## config.mk

```make
export PLATFORM = sky130hd
export DESIGN_NAME = stm_scan_ctrl
export DESIGN_NICKNAME = d
export VERILOG_FILES = /design/src/stm_pkg.sv /design/src/stm_scan_ctrl.sv
export VERILOG_INCLUDE_DIRS = /design/src
export SDC_FILE = /design/constraint.sdc
export NUM_CORES = 1
export LEC_CHECK = 0
export CAP_MARGIN = 20
export CORE_ASPECT_RATIO = 2
export CORE_MARGIN = 5
export CORE_UTILIZATION = 35
export CTS_BUF_LIST = sky130_fd_sc_hd__clkbuf_8
export DETAILED_ROUTE_END_ITERATION = 12
export DONT_BUFFER_PORTS = 1
export PLACE_DENSITY_LB_ADDON = 0.15
export SYNTH_ARGS = -nofsm -noshare
export SYNTH_HDL_FRONTEND = slang
export SYNTH_SLANG_ARGS = --single-unit
```

## constraint.sdc

```tcl
create_clock -name i_core_clk -period 3.5 [get_ports i_core_clk]
set_clock_uncertainty 0.1 [all_clocks]
set_input_delay 0.525 -clock i_core_clk [delete_from_list [all_inputs] [get_ports i_core_clk]]
set_output_delay 0.525 -clock i_core_clk [all_outputs]
set_load 0.05 [all_outputs]
```

## src/stm_params.svh

```systemverilog
// Constants for the scan test mode control block.
`ifndef STM_PARAMS_SVH
`define STM_PARAMS_SVH
`define STM_CHAIN_LEN 8
`define STM_DRV_MAX_STRENGTH 2'h3
`define STM_DRV_NUM 2
`endif

```

## src/stm_pkg.sv

```systemverilog
// Types shared by the scan test mode control block.
package stm_pkg;
  typedef enum logic [2:0] {
    STM_FUNC = 3'h1,
    STM_SHIFT = 3'h2,
    STM_CAPTURE = 3'h4
  } stm_phase_t;
endpackage : stm_pkg

```

## src/stm_scan_ctrl.sv

```systemverilog
// Test mode pad mapping, test clock edge detection and two scan chains.
`include "stm_params.svh"

////////////////////////////////////////////////////////////////////////////////
// Contract
// - While test select is high every dual-purpose pad takes its test function.
// - In test mode both differential output drivers are forced on at maximum strength.
// - In test mode the slow test clock clocks the main and merger domains.
// - In test mode the fast test clock clocks the channel and link domains.
// - Each scan flip-flop muxes functional data or scan input under scan enable.
// - Scan flip-flops form a chain from the scan-in pad to the scan-out pad.
// - With scan enable high each rising test clock edge shifts the chain by one stage.
// - With scan enable low a single test clock pulse captures the functional response.
// - Identifier bit zero, serial inputs and diff outputs are remapped as test pads.
module stm_scan_ctrl (
  input wire logic i_core_clk,
  input wire logic i_rst,
  input wire logic i_test_select,
  input wire logic i_scan_enable,
  input wire logic i_identifier_bit_zero,
  input wire logic i_serial_input_zero,
  input wire logic i_serial_input_one,
  input wire logic i_serial_input_two,
  input wire logic i_serial_input_three,
  input wire logic i_drv_enable_cfg_0,
  input wire logic i_drv_enable_cfg_1,
  input wire logic [1:0] i_drv_strength_cfg_0,
  input wire logic [1:0] i_drv_strength_cfg_1,
  input wire logic i_func_out_zero,
  input wire logic i_func_out_one,
  input wire logic [`STM_CHAIN_LEN-1:0] i_func_d_slow,
  input wire logic [`STM_CHAIN_LEN-1:0] i_func_d_fast,
  input wire logic i_main_domain_tick,
  input wire logic i_channel_domain_tick,
  output logic o_diff_output_zero,
  output logic o_diff_output_one,
  output logic o_drv_enable_0,
  output logic o_drv_enable_1,
  output logic [1:0] o_drv_strength_0,
  output logic [1:0] o_drv_strength_1,
  output logic o_pixel_matrix_test_select,
  output logic o_identifier_bit_zero,
  output logic [3:0] o_serial_inputs,
  output logic o_test_mode,
  output logic [`STM_CHAIN_LEN-1:0] o_chain_state_slow,
  output logic [`STM_CHAIN_LEN-1:0] o_chain_state_fast
);

  ////////////////////////////////////////////////////////////////////////////////
  // Pin synchronisers: first stage feeds only the second stage.
  logic [8:0] sync1_reg;
  logic [8:0] sync2_reg;
  logic tm_reg;
  logic se_reg;
  logic sclk_d_reg;
  logic fclk_d_reg;
  logic slow_rise;
  logic fast_rise;
  logic slow_edge;
  logic fast_edge;
  logic clk_quiet;
  logic [`STM_CHAIN_LEN-1:0] chain_slow_reg;
  logic [`STM_CHAIN_LEN-1:0] chain_slow_next;
  logic [`STM_CHAIN_LEN-1:0] chain_fast_reg;
  logic [`STM_CHAIN_LEN-1:0] chain_fast_next;
  stm_pkg::stm_phase_t phase_reg;

  always_ff @(posedge i_core_clk or posedge i_rst)
  begin
    if (i_rst)
    begin
      sync1_reg <= 9'h000;
      sync2_reg <= 9'h000;
    end
    else
    begin
      sync1_reg <= {i_scan_enable, i_test_select, i_identifier_bit_zero, i_serial_input_zero,
                    i_serial_input_one, i_serial_input_two, i_serial_input_three,
                    i_func_out_zero, i_func_out_one};
      sync2_reg <= sync1_reg;
    end
  end

  ////////////////////////////////////////////////////////////////////////////////
  // Test mode is latched only while both test clocks are low so that the
  // domain clock source never changes in the middle of a pulse.
  always_ff @(posedge i_core_clk or posedge i_rst)
  begin
    if (i_rst)
    begin
      tm_reg <= 1'b0;
    end
    else if (clk_quiet)
    begin
      tm_reg <= sync2_reg[7];
    end
  end

  always_ff @(posedge i_core_clk or posedge i_rst)
  begin
    if (i_rst)
    begin
      se_reg <= 1'b0;
      sclk_d_reg <= 1'b0;
      fclk_d_reg <= 1'b0;
    end
    else
    begin
      se_reg <= sync2_reg[8];
      sclk_d_reg <= sync2_reg[3];
      fclk_d_reg <= sync2_reg[2];
    end
  end

  assign slow_rise = sync2_reg[3] && !sclk_d_reg;
  assign fast_rise = sync2_reg[2] && !fclk_d_reg;
  // Leaving test mode looks at the last test clock levels, because the pads already
  // carry functional data by then and could otherwise hold test mode forever.
  assign clk_quiet = tm_reg ? (!sclk_d_reg && !fclk_d_reg)
                            : (!sync2_reg[3] && !sync2_reg[2]);
  // Slow test clock drives main and merger domains, fast drives channel and link.
  // A rise seen as test select drops is functional pad data and must not clock a chain.
  assign slow_edge = tm_reg ? (slow_rise && sync2_reg[7]) : i_main_domain_tick;
  assign fast_edge = tm_reg ? (fast_rise && sync2_reg[7]) : i_channel_domain_tick;

  ////////////////////////////////////////////////////////////////////////////////
  // Scan chains: each stage muxes functional data against the previous stage.
  always_comb
  begin
    chain_slow_next = chain_slow_reg;
    chain_fast_next = chain_fast_reg;
    if (slow_edge)
    begin
      chain_slow_next = (tm_reg && se_reg) ? {chain_slow_reg[`STM_CHAIN_LEN-2:0], sync2_reg[5]}
                                           : i_func_d_slow;
    end
    if (fast_edge)
    begin
      chain_fast_next = (tm_reg && se_reg) ? {chain_fast_reg[`STM_CHAIN_LEN-2:0], sync2_reg[4]}
                                           : i_func_d_fast;
    end
  end

  always_ff @(posedge i_core_clk or posedge i_rst)
  begin
    if (i_rst)
    begin
      chain_slow_reg <= '0;
      chain_fast_reg <= '0;
    end
    else
    begin
      chain_slow_reg <= chain_slow_next;
      chain_fast_reg <= chain_fast_next;
    end
  end

  always_ff @(posedge i_core_clk or posedge i_rst)
  begin
    if (i_rst)
    begin
      phase_reg <= stm_pkg::STM_FUNC;
    end
    else
    begin
      unique case (phase_reg)
        stm_pkg::STM_FUNC: if (tm_reg) phase_reg <= stm_pkg::STM_SHIFT;
        stm_pkg::STM_SHIFT: if (!tm_reg) phase_reg <= stm_pkg::STM_FUNC;
                            else if (!se_reg) phase_reg <= stm_pkg::STM_CAPTURE;
        stm_pkg::STM_CAPTURE: if (!tm_reg) phase_reg <= stm_pkg::STM_FUNC;
                              else if (se_reg) phase_reg <= stm_pkg::STM_SHIFT;
        default: phase_reg <= stm_pkg::STM_FUNC;
      endcase
    end
  end

  ////////////////////////////////////////////////////////////////////////////////
  // Pad outputs, all registered.
  always_ff @(posedge i_core_clk or posedge i_rst)
  begin
    if (i_rst)
    begin
      o_diff_output_zero <= 1'b0;
      o_diff_output_one <= 1'b0;
      o_drv_enable_0 <= 1'b0;
      o_drv_enable_1 <= 1'b0;
      o_drv_strength_0 <= 2'h0;
      o_drv_strength_1 <= 2'h0;
      o_pixel_matrix_test_select <= 1'b0;
      o_identifier_bit_zero <= 1'b0;
      o_serial_inputs <= 4'h0;
      o_test_mode <= 1'b0;
      o_chain_state_slow <= '0;
      o_chain_state_fast <= '0;
    end
    else
    begin
      o_test_mode <= tm_reg;
      o_diff_output_zero <= tm_reg ? chain_slow_next[`STM_CHAIN_LEN-1] : sync2_reg[1];
      o_diff_output_one <= tm_reg ? chain_fast_next[`STM_CHAIN_LEN-1] : sync2_reg[0];
      o_drv_enable_0 <= tm_reg | i_drv_enable_cfg_0;
      o_drv_enable_1 <= tm_reg | i_drv_enable_cfg_1;
      o_drv_strength_0 <= tm_reg ? `STM_DRV_MAX_STRENGTH : i_drv_strength_cfg_0;
      o_drv_strength_1 <= tm_reg ? `STM_DRV_MAX_STRENGTH : i_drv_strength_cfg_1;
      o_pixel_matrix_test_select <= tm_reg & sync2_reg[6];
      o_identifier_bit_zero <= tm_reg ? 1'b0 : sync2_reg[6];
      o_serial_inputs <= tm_reg ? 4'h0
                                : {sync2_reg[2], sync2_reg[3], sync2_reg[4], sync2_reg[5]};
      o_chain_state_slow <= chain_slow_next;
      o_chain_state_fast <= chain_fast_next;
    end
  end

  ////////////////////////////////////////////////////////////////////////////////
  chk_drv_forced: assert property (@(posedge i_core_clk) disable iff (i_rst)
    tm_reg |=> (o_drv_enable_0 && o_drv_enable_1 && o_drv_strength_0 == 2'h3
                && o_drv_strength_1 == 2'h3)) else $error("drivers not forced");
  chk_func_isolate: assert property (@(posedge i_core_clk) disable iff (i_rst)
    tm_reg |=> (o_serial_inputs == 4'h0 && !o_identifier_bit_zero))
    else $error("functional pads leak in test mode");
  chk_pmts_map: assert property (@(posedge i_core_clk) disable iff (i_rst)
    !tm_reg |=> !o_pixel_matrix_test_select) else $error("matrix select outside test");
  chk_slow_shift: assert property (@(posedge i_core_clk) disable iff (i_rst)
    (tm_reg && sync2_reg[7] && se_reg && slow_rise) |=>
      chain_slow_reg == {$past(chain_slow_reg[`STM_CHAIN_LEN-2:0]), $past(sync2_reg[5])})
    else $error("slow chain did not shift");
  chk_fast_shift: assert property (@(posedge i_core_clk) disable iff (i_rst)
    (tm_reg && sync2_reg[7] && se_reg && fast_rise) |=>
      chain_fast_reg == {$past(chain_fast_reg[`STM_CHAIN_LEN-2:0]), $past(sync2_reg[4])})
    else $error("fast chain did not shift");
  chk_capture_load: assert property (@(posedge i_core_clk) disable iff (i_rst)
    (tm_reg && sync2_reg[7] && !se_reg && slow_rise) |=>
      chain_slow_reg == $past(i_func_d_slow))
    else $error("capture missed");
  chk_hold_idle: assert property (@(posedge i_core_clk) disable iff (i_rst)
    (tm_reg && !fast_rise) |=> $stable(chain_fast_reg)) else $error("chain moved");
  chk_scan_out: assert property (@(posedge i_core_clk) disable iff (i_rst)
    tm_reg |=> o_diff_output_zero == chain_slow_reg[`STM_CHAIN_LEN-1])
    else $error("scan out mismatch");
  chk_sel_static: assert property (@(posedge i_core_clk) disable iff (i_rst)
    (tm_reg ? (sclk_d_reg || fclk_d_reg) : (sync2_reg[3] || sync2_reg[2])) |=>
      $stable(tm_reg))
    else $error("clock switched");
  chk_phase_capture: assert property (@(posedge i_core_clk) disable iff (i_rst)
    (tm_reg && !se_reg && phase_reg != stm_pkg::STM_FUNC) |=>
      phase_reg == stm_pkg::STM_CAPTURE)
    else $error("capture phase not entered");

endmodule : stm_scan_ctrl

```

==> flow_summary.yaml, run 1 <==
logic_synthesis:
  netlist.top_cell.by_area: "dfrtp_1"
  ys_seq_elements: 53
  netlist.area_leader.share: 0.676
  ys_dominant_reg_cell: "dfrtp_1"
  post-synth-top-count-cell: "dfrtp_1"
  mappedNetlistNets: 153
  synthTopCellsByCount: "dfrtp_1, mux2_2, mux2_4"
  edff_count_synth: 0
  synth.lib_cells_used.distinct: 19
  synth-async-reset-ratio: 1.00
  synthesis.instances: 118
  synth_sequential_area_ratio: 0.676
  synthesis.yosys.warnings: 0
  netlist_area_pre_place_sq_um: 1960
  post_synth_main_area_contributors: "dfrtp_1, mux2_2, mux2_4, mux2i_4, or2_2"
  synthesized_area_per_cell_sq_um: 16.6
critical_path:
  cp.arrival_ns: 2.21
  kind_of_end_point_of_the_critical_path: "flip-flop"
  r2r_slack_ns: 1.38
  setup.worst_path.class: "reg -> reg"
  startpoint_type: "flip-flop"
  path_max_fanout: 23
  required_ns: 3.59
placed_design:
  place.detailed.hpwl_mm: 2.40
  port-buffer-count: 0
  gp_congestion: 0.633
pwr:
  power.leakage_nw: 0.975
  vdd_ir_drop_max_uv: 576
  design_power_mw: 1.76
  power.density_cell_area_nw_per_um2: 805
outcome:
  outcome: "complete, no violations"
grt:
  first_pass_grt_wire_length_mm: 5.53
  grt_antenna_before_repair: 0
  grt_pass1_vias: 1014
  grt_max_degree: 54
  residual_overflow_from_global_routing: 0
  grt.total_usage: 0.0981
clock_network:
  cts_made_buffers: 5
  cts_root_buffer: "clkbuf_8"
  clock_sinks: 53
  cts-root-to-sink-buffers: 2
  clk-insertion-delay-late_ns: 0.30
  worst_setup_hold_path_clk_slew_ns: 0.09
  htree_levels: 2
  cts_tree: "done"
die:
  die_area_sq_um: 7290
  dieHeight_um: 116
  die_x_um: 62.9
  core_sq_um: 5420
  initial_utilization: 0.362
  boundaryPins: 66
  std_cell_rows: 38
routing:
  dr_total_vias: 914
  drc: 0
  routedWlPerCell_um: 18.3
  drt_first_pass_iters: 4
  detail_route.iter0.violations: 37
  antenna_violating_nets_post_route: 0
  final_wl_mm: 3.38
  route.detailed.vias_per_inst: 4.94
sta:
  setup_viol: 0
  finalHoldViolations: 0
  tightestPinTransition_ns: 0.850
  period_needed_ns: 2.12
  finalMaxSlewViolations: 0
  finalCritPeriodShare: 0.606
  slew-limit-headroom: 0.433
  rsz0062_at_grt: "no"
  final.hold.worst_slack_ns: 0.143
  final_setup_tns_ns: 0
  max_freq_mhz: 472
layout:
  finish.net_count: 159
  n_antenna_cell: 0
  fill_cells: 519
  drive_gt1_frac: 0.424
  synthToLayoutAreaGrowth_pct: 11.2
min_path:
  worstHoldPathType: "in -> reg"
flow_run:
  cap_viol_max_count: 0
-- cell usage in the layout, fill, tap and decap left out --
| cell type | n |
|---|---|
| inv_1 | 2 |
| a21oi_1 | 1 |
| buf_12 | 1 |
| mux2i_4 | 2 |
| and2_1 | 1 |
| and3b_1 | 2 |
| or2_2 | 6 |
| inv_2 | 1 |
| clkbuf_8 | 5 |
| nand2_4 | 1 |
| nor3_1 | 1 |
| o22ai_1 | 2 |
| nand2_1 | 2 |
| inv_6 | 1 |
| mux2_2 | 22 |
| nor2b_1 | 5 |
| nor2_1 | 2 |
| mux2_4 | 10 |
| dlygate4sd3_1 | 1 |
| dfrtp_1 | 53 |
| a31o_2 | 2 |
| bufinv_16 | 2 |
-- layout make-up --
type,instances,area [sq um],area share
clock buffers,5,68.8,0.0315
multi-input cells,59,602,0.276
inverters,3,11.3,0.00516
well taps,60,75.1,0.0344
repair buffers,2,30.0,0.0138
flip-flops and latches,53,1330,0.608
clock inverters,3,68.8,0.0315
-- report_power, final --
part	switching, mW	internal [mW]	leakage, nW
logic	0.0601	0.116	0.288
clock network	0.202	0.288	0.0687
registers	0.387	0.703	0.619
total	0.649	1.11	0.975
-- worst max-delay path: stages, from the launching register on --
cell	delay (ns)
dfrtp_1	0.91
nand2_4	0.35
mux2_4	0.39
mux2_2	0.26
-- final timing paths --
| check | endpoint | cells after the start | startpoint |
|---|---|---|---|
| min | sync1_reg[5] | 0 | i_serial_input_zero |
| min reg2reg | sync2_reg[2] | 0 | sync1_reg[2] |
| max reg2reg | o_chain_state_slow[6] | 3 | tm_reg |
| min in group asynchronous | sync1_reg[3] | 2 | i_rst |
| max | o_chain_state_slow[6] | 3 | tm_reg |
| max in group asynchronous | sclk_d_reg | 3 | i_rst |
-- what timing repair did --
action / CTS / global route
hold endpoints to repair: 0 / 13
gates resized for setup: 0 / 0
setup buffers: 0 / 0
hold buffers: 0 / 1
-- metrics by stage --
step	cell area, sq um	util	setup slack, ns	instances
after floorplan	1960	-	1.59	118
after global placement	2010	0.372	1.44	175
after detailed placement	2010	0.372	1.34	175
after CTS	2150	0.397	1.33	183
after global routing	2180	0.403	1.20	185
final	2180	0.403	1.38	185
-- per-layer routing --
layer  up-vias  track usage  share of wire
met5         -            0              0
met4         0       0.0467          0.020
met3         5       0.0436          0.092
met2        41        0.164           0.55
met1       455        0.105           0.34
li1        413            -              -
-- logic make-up after synthesis --
logic type / after synthesis / share of synthesized area
buffers and inverters: 6 / 0.0172
AND/OR/NAND/NOR: 20 / 0.0631
AO/OA/AOI/OAI: 5 / 0.0179
flip-flops: 53 / 0.676
multiplexers: 34 / 0.226
(Power assumes the default switching activity.)
==> run 2, diff against run 1 <==
==> constraint.sdc (replaced) <==
create_clock -name i_core_clk -period 2.12 [get_ports i_core_clk]
set_clock_uncertainty 0.1 [all_clocks]
set_input_delay 0.318 -clock i_core_clk [delete_from_list [all_inputs] [get_ports i_core_clk]]
set_output_delay 0.318 -clock i_core_clk [all_outputs]
set_load 0.05 [all_outputs]
==> flow_summary.yaml, run 2 (synthesized netlist as in run 1, its figures left out) <==
outcome:
  outcome: "complete, no violations"
die:
  die_area_sq_um: 7290
  boundaryPins: 66
  core_sq_um: 5420
  die_x_um: 62.9
  initial_utilization: 0.362
  dieHeight_um: 116
  std_cell_rows: 38
placed_design:
  gp_congestion: 0.611
  port-buffer-count: 0
  placed_cells_incl_taps: 180
  placement.cell_area_sq_um: 2060
  place.detailed.hpwl_mm: 2.61
sta:
  tightestPinTransition_ns: 0.520
  finalMaxSlewViolations: 0
  slew-limit-headroom: 0.653
  finalCritPeriodShare: 0.803
  final_setup_tns_ns: 0
  rsz0062_at_grt: "no"
  finalHoldViolations: 0
  setup_viol: 0
  period_needed_ns: 1.70
  max_freq_mhz: 588
layout:
  final_area_sq_um: 2300
  n_antenna_cell: 0
  finish.net_count: 175
  most_frequent_cells_in_the_layout: "dfrtp_1, mux2_2, dlygate4sd3_1, mux2_4, or2_2"
  layout_commonest_cell: "dfrtp_1"
  final_cells: 200
  synthToLayoutAreaGrowth_pct: 17.2
  drive_gt1_frac: 0.400
  fill_cells: 519
  core_utilization_of_the_finished_layout: 0.424
clock_network:
  htree_levels: 2
  cts_tree: "done"
  clk-insertion-delay-late_ns: 0.30
  ctsResizeCount: 0
  clock_sinks: 53
  cts-root-to-sink-buffers: 2
  cts_made_buffers: 5
  cts_root_buffer: "clkbuf_8"
  worst_setup_hold_path_clk_slew_ns: 0.09
grt:
  residual_overflow_from_global_routing: 0
  grt_antenna_before_repair: 0
  use_met1: 0.103
  first_pass_grt_wire_length_mm: 5.59
  grt_max_degree: 32
  global_route.usage.met3: 0.0427
  top_usage_layer_grt: "met2"
  groute.layer.met2.usage: 0.169
  grt.total_usage: 0.0995
  grt_pass1_vias: 1065
critical_path:
  worst_path_most_repeated_cell: "mux2_2"
  startpoint_type: "flip-flop"
  kind_of_end_point_of_the_critical_path: "flip-flop"
  setup.worst_path.class: "reg -> reg"
  required_ns: 2.21
  path_cells: "nand2_4 > buf_4 > mux2_2 > mux2_2"
  cpMaxStageDelayCell: "dfrtp_1"
  cp.arrival_ns: 1.79
  critPathMaxStageDelay_ns: 0.56
  path_max_fanout: 9
pwr:
  vdd_ir_drop_max_uv: 786
  power.density_cell_area_nw_per_um2: 1210
  power.leakage_nw: 1.03
routing:
  routedWlPerCell_um: 17.3
  final_wl_mm: 3.45
  drc: 0
  detail_route.iter0.violations: 5
  antenna_violating_nets_post_route: 0
  dr_total_vias: 969
  route.detailed.vias_per_inst: 4.85
  drt_first_pass_iters: 2
flow_run:
  cap_viol_max_count: 0
min_path:
  worstHoldPathType: "in -> reg"
## run 2: changes by cell type in the layout (fill, tap and decap cells not counted), sizes merged
cell         delta
bufinv          -1
inv             -1
clkinv          +1
dlygate4sd3    +12
buf             +4
## run 2: worst max-delay path: cells and delay by family (launching register included)
kind | cells | cell delay, ns
flops | 1 | 0.56
mux | 2 | 0.63
simple gates | 1 | 0.12
buf+inv | 1 | 0.19
## run 2: worst paths after layout
kind | from | to | slack, ns | cells after the start
max in group asynchronous | i_rst | o_chain_state_slow[2] | 0.99 | 3
setup reg to reg | tm_reg | o_chain_state_slow[7] | 0.42 | 4
hold reg to reg | sync1_reg[1] | sync2_reg[1] | 0.25 | 0
hold / removal | i_drv_enable_cfg_0 | o_drv_enable_0 | 0.02 | 1
setup / recovery | tm_reg | o_chain_state_slow[7] | 0.42 | 4
min in group asynchronous | i_rst | sync1_reg[3] | 0.40 | 2
## run 2: final cells by class
cell class	instances	area, sq um	area share
Multi-Input combinational cell	59	602	0.262
Clock inverter	2	35.0	0.0152
Inverter	3	11.3	0.00490
Clock buffer	5	68.8	0.0299
Tap cell	60	75.1	0.0327
Timing Repair Buffer	18	180	0.0784
Sequential cell	53	1330	0.577
## run 2: stage by stage
| step | power [mW] | hold slack (ns) | setup slack [ns] |
|---|---|---|---|
| final | 2.77 | 0.0182 | 0.418 |
| after global routing | 2.91 | 0.0000896 | 0.318 |
| after CTS | 2.82 | 0.00627 | 0.401 |
| after detailed placement | 2.14 | 0.170 | 0.418 |
| after global placement | 2.13 | 0.154 | 0.449 |
| after floorplan | 2.04 | 0.231 | 0.416 |
## run 2: layer usage
layer | vias up | part of all wire
li1 | 441 | -
met1 | 483 | 0.34
met2 | 40 | 0.55
met3 | 5 | 0.086
met4 | 0 | 0.023
met5 | - | 0
## run 2: repair_timing
| action | CTS | global route |
|---|---|---|
| endpoints found under the hold margin | 31 | 3 |
| hold buffers | 10 | 3 |
| buffers inserted | 0 | 0 |
## run 2: power by group
| group | total (mW) | internal (mW) | switching, mW |
|---|---|---|---|
| sequential | 1.79 | 1.16 | 0.628 |
| combinational | 0.334 | 0.218 | 0.116 |
| clock | 0.653 | 0.343 | 0.309 |
| total | 2.77 | 1.72 | 1.05 |
==> run 3, diff against run 2 <==
==> constraint.sdc (replaced) <==
create_clock -name i_core_clk -period 1.5 [get_ports i_core_clk]
set_clock_uncertainty 0.1 [all_clocks]
set_input_delay 0.225 -clock i_core_clk [delete_from_list [all_inputs] [get_ports i_core_clk]]
set_output_delay 0.225 -clock i_core_clk [all_outputs]
set_load 0.05 [all_outputs]
==> flow_summary.yaml, run 3 (synthesized netlist as in run 1, its figures left out) <==
critical_path:
  critPathMaxStageDelay_ns: 0.46
  worst-path-buf-inv: 1
  kind_of_end_point_of_the_critical_path: "flip-flop"
  path_max_fanout: 8
  worst_path_most_repeated_cell: "mux2_4"
  path_cells: "nand2_4 > buf_12 > mux2_4 > mux2_4"
  startpoint_type: "flip-flop"
  r2r_slack_ns: -0.03
  setup.worst_path.class: "reg -> reg"
  critical_path.top_delay_family: "multiplexers"
  cp.arrival_ns: 1.62
  required_ns: 1.58
  cpMaxStageDelayCell: "dfrtp_2"
sta:
  max_freq_mhz: 652
  final_setup_tns_ns: -0.157
  finalMaxSlewViolations: 0
  setup_viol: 14
  tightestPinTransition_ns: 0.468
  slew-limit-headroom: 0.688
  period_needed_ns: 1.53
  finalCritPeriodShare: 1.02
  rsz0062_at_grt: "yes"
  final.setup.worst_slack_ns: -0.0334
  final.hold.worst_slack_ns: 0.0951
  finalHoldViolations: 0
grt:
  grt_pass1_vias: 1290
  grt_antenna_before_repair: 0
  first_pass_grt_wire_length_mm: 6.51
  residual_overflow_from_global_routing: 0
  grt.total_usage: 0.116
  grt_max_degree: 26
layout:
  n_antenna_cell: 0
  synthToLayoutAreaGrowth_pct: 36.3
  drive_gt1_frac: 0.500
  most_frequent_cells_in_the_layout: "dfrtp_1, buf_4, mux2_4, dlygate4sd3_1, mux2_2"
  finish.net_count: 206
  layout_commonest_cell: "dfrtp_1"
  final_area_sq_um: 2670
  core_utilization_of_the_finished_layout: 0.493
outcome:
  outcome: "complete, but fails checks"
  violations: "setup timing"
pwr:
  vdd_ir_drop_max_uv: 1150
  power.density_cell_area_nw_per_um2: 1690
  design_power_mw: 4.52
  power.leakage_nw: 1.25
die:
  die_area_sq_um: 7290
  std_cell_rows: 38
  die_x_um: 62.9
  boundaryPins: 66
  initial_utilization: 0.362
  core_sq_um: 5420
  dieHeight_um: 116
clock_network:
  worst_setup_hold_path_clk_slew_ns: 0.10
  cts_root_buffer: "clkbuf_8"
  htree_levels: 2
  clock_sinks: 53
  clk-insertion-delay-late_ns: 0.30
  cts_tree: "done"
  cts-root-to-sink-buffers: 2
  cts_made_buffers: 5
routing:
  antenna_violating_nets_post_route: 0
  detail_route.iter0.violations: 20
  drt_first_pass_iters: 2
  routedWlPerCell_um: 17.4
  route.detailed.vias_per_inst: 4.73
  final_wl_mm: 4.04
  dr_total_vias: 1098
  drc: 0
flow_run:
  cap_viol_max_count: 0
placed_design:
  gp_congestion: 0.643
  place.detailed.hpwl_mm: 2.91
  placement.cell_area_sq_um: 2270
  port-buffer-count: 0
min_path:
  worstHoldPathType: "in -> reg"
run 3: cell count changes in the layout (fill, tap and decap cells not counted), moves of 3 or more:
cell	change
dlygate4sd3_1	+3
buf_12	+3
buf_4	+23
mux2_2	-7
mux2_4	+7
run 3: worst reg2reg max path: cells and delay by family (launching register included):
family	cells	cell delay [ns]
muxes	2	0.58
buffers and inverters	1	0.15
and+or+nand+nor	1	0.13
DFF	1	0.46
run 3: path summary, 6_finish.rpt:
kind	from	endpoint	depth (start not counted)
worst min register to register	sync2_reg[8]	se_reg	0
worst max register to register	tm_reg	o_chain_state_fast[3]	4
worst min-delay path	i_func_d_fast[4]	o_chain_state_fast[4]	2
worst max-delay path	tm_reg	o_chain_state_fast[3]	4
min in group asynchronous	i_rst	sync1_reg[2]	2
max in group asynchronous	i_rst	sync2_reg[6]	3
run 3: power breakdown:
part	internal [mW]	total (mW)	switching [mW]
combinational	0.598	1.43	0.828
sequential	1.65	1.96	0.309
clock	0.671	1.13	0.461
run 3: metal layers:
layer / GRT usage / up-vias / routed length [um]
li1: - / 506 / -
met1: 0.116 / 550 / 1380
met2: 0.218 / 38 / 2360
met3: 0.0339 / 4 / 249
met4: 0.0467 / 0 / 50
met5: 0 / - / 0
run 3: layout make-up:
type	instances	area, sq um
Clock inverter	3	68.8
Timing Repair Buffer	49	482
Multi-Input combinational cell	59	637
Sequential cell	53	1330
Tap cell	60	75.1
Fill cell	484	2750
Clock buffer	5	68.8
Inverter	3	15.0
run 3: metrics by stage:
| stage | setup WS (ns) | std cells |
|---|---|---|
| floorplan | 0.00854 | 118 |
| global placement | -0.0484 | 203 |
| detailed placement | -0.0828 | 203 |
| CTS | -0.0108 | 232 |
| global route | -0.0647 | 232 |
| finish | -0.0334 | 232 |
run 3: repair_timing:
item                                    in CTS  in global routing
gates resized for setup                      4                  6
buffers inserted                             4                  0
hold buffers                                16                  0
cloned                                       1                  0
endpoints found under the setup margin      18                 17
endpoints found under the hold margin       31                  0
pin swaps                                    0                  2
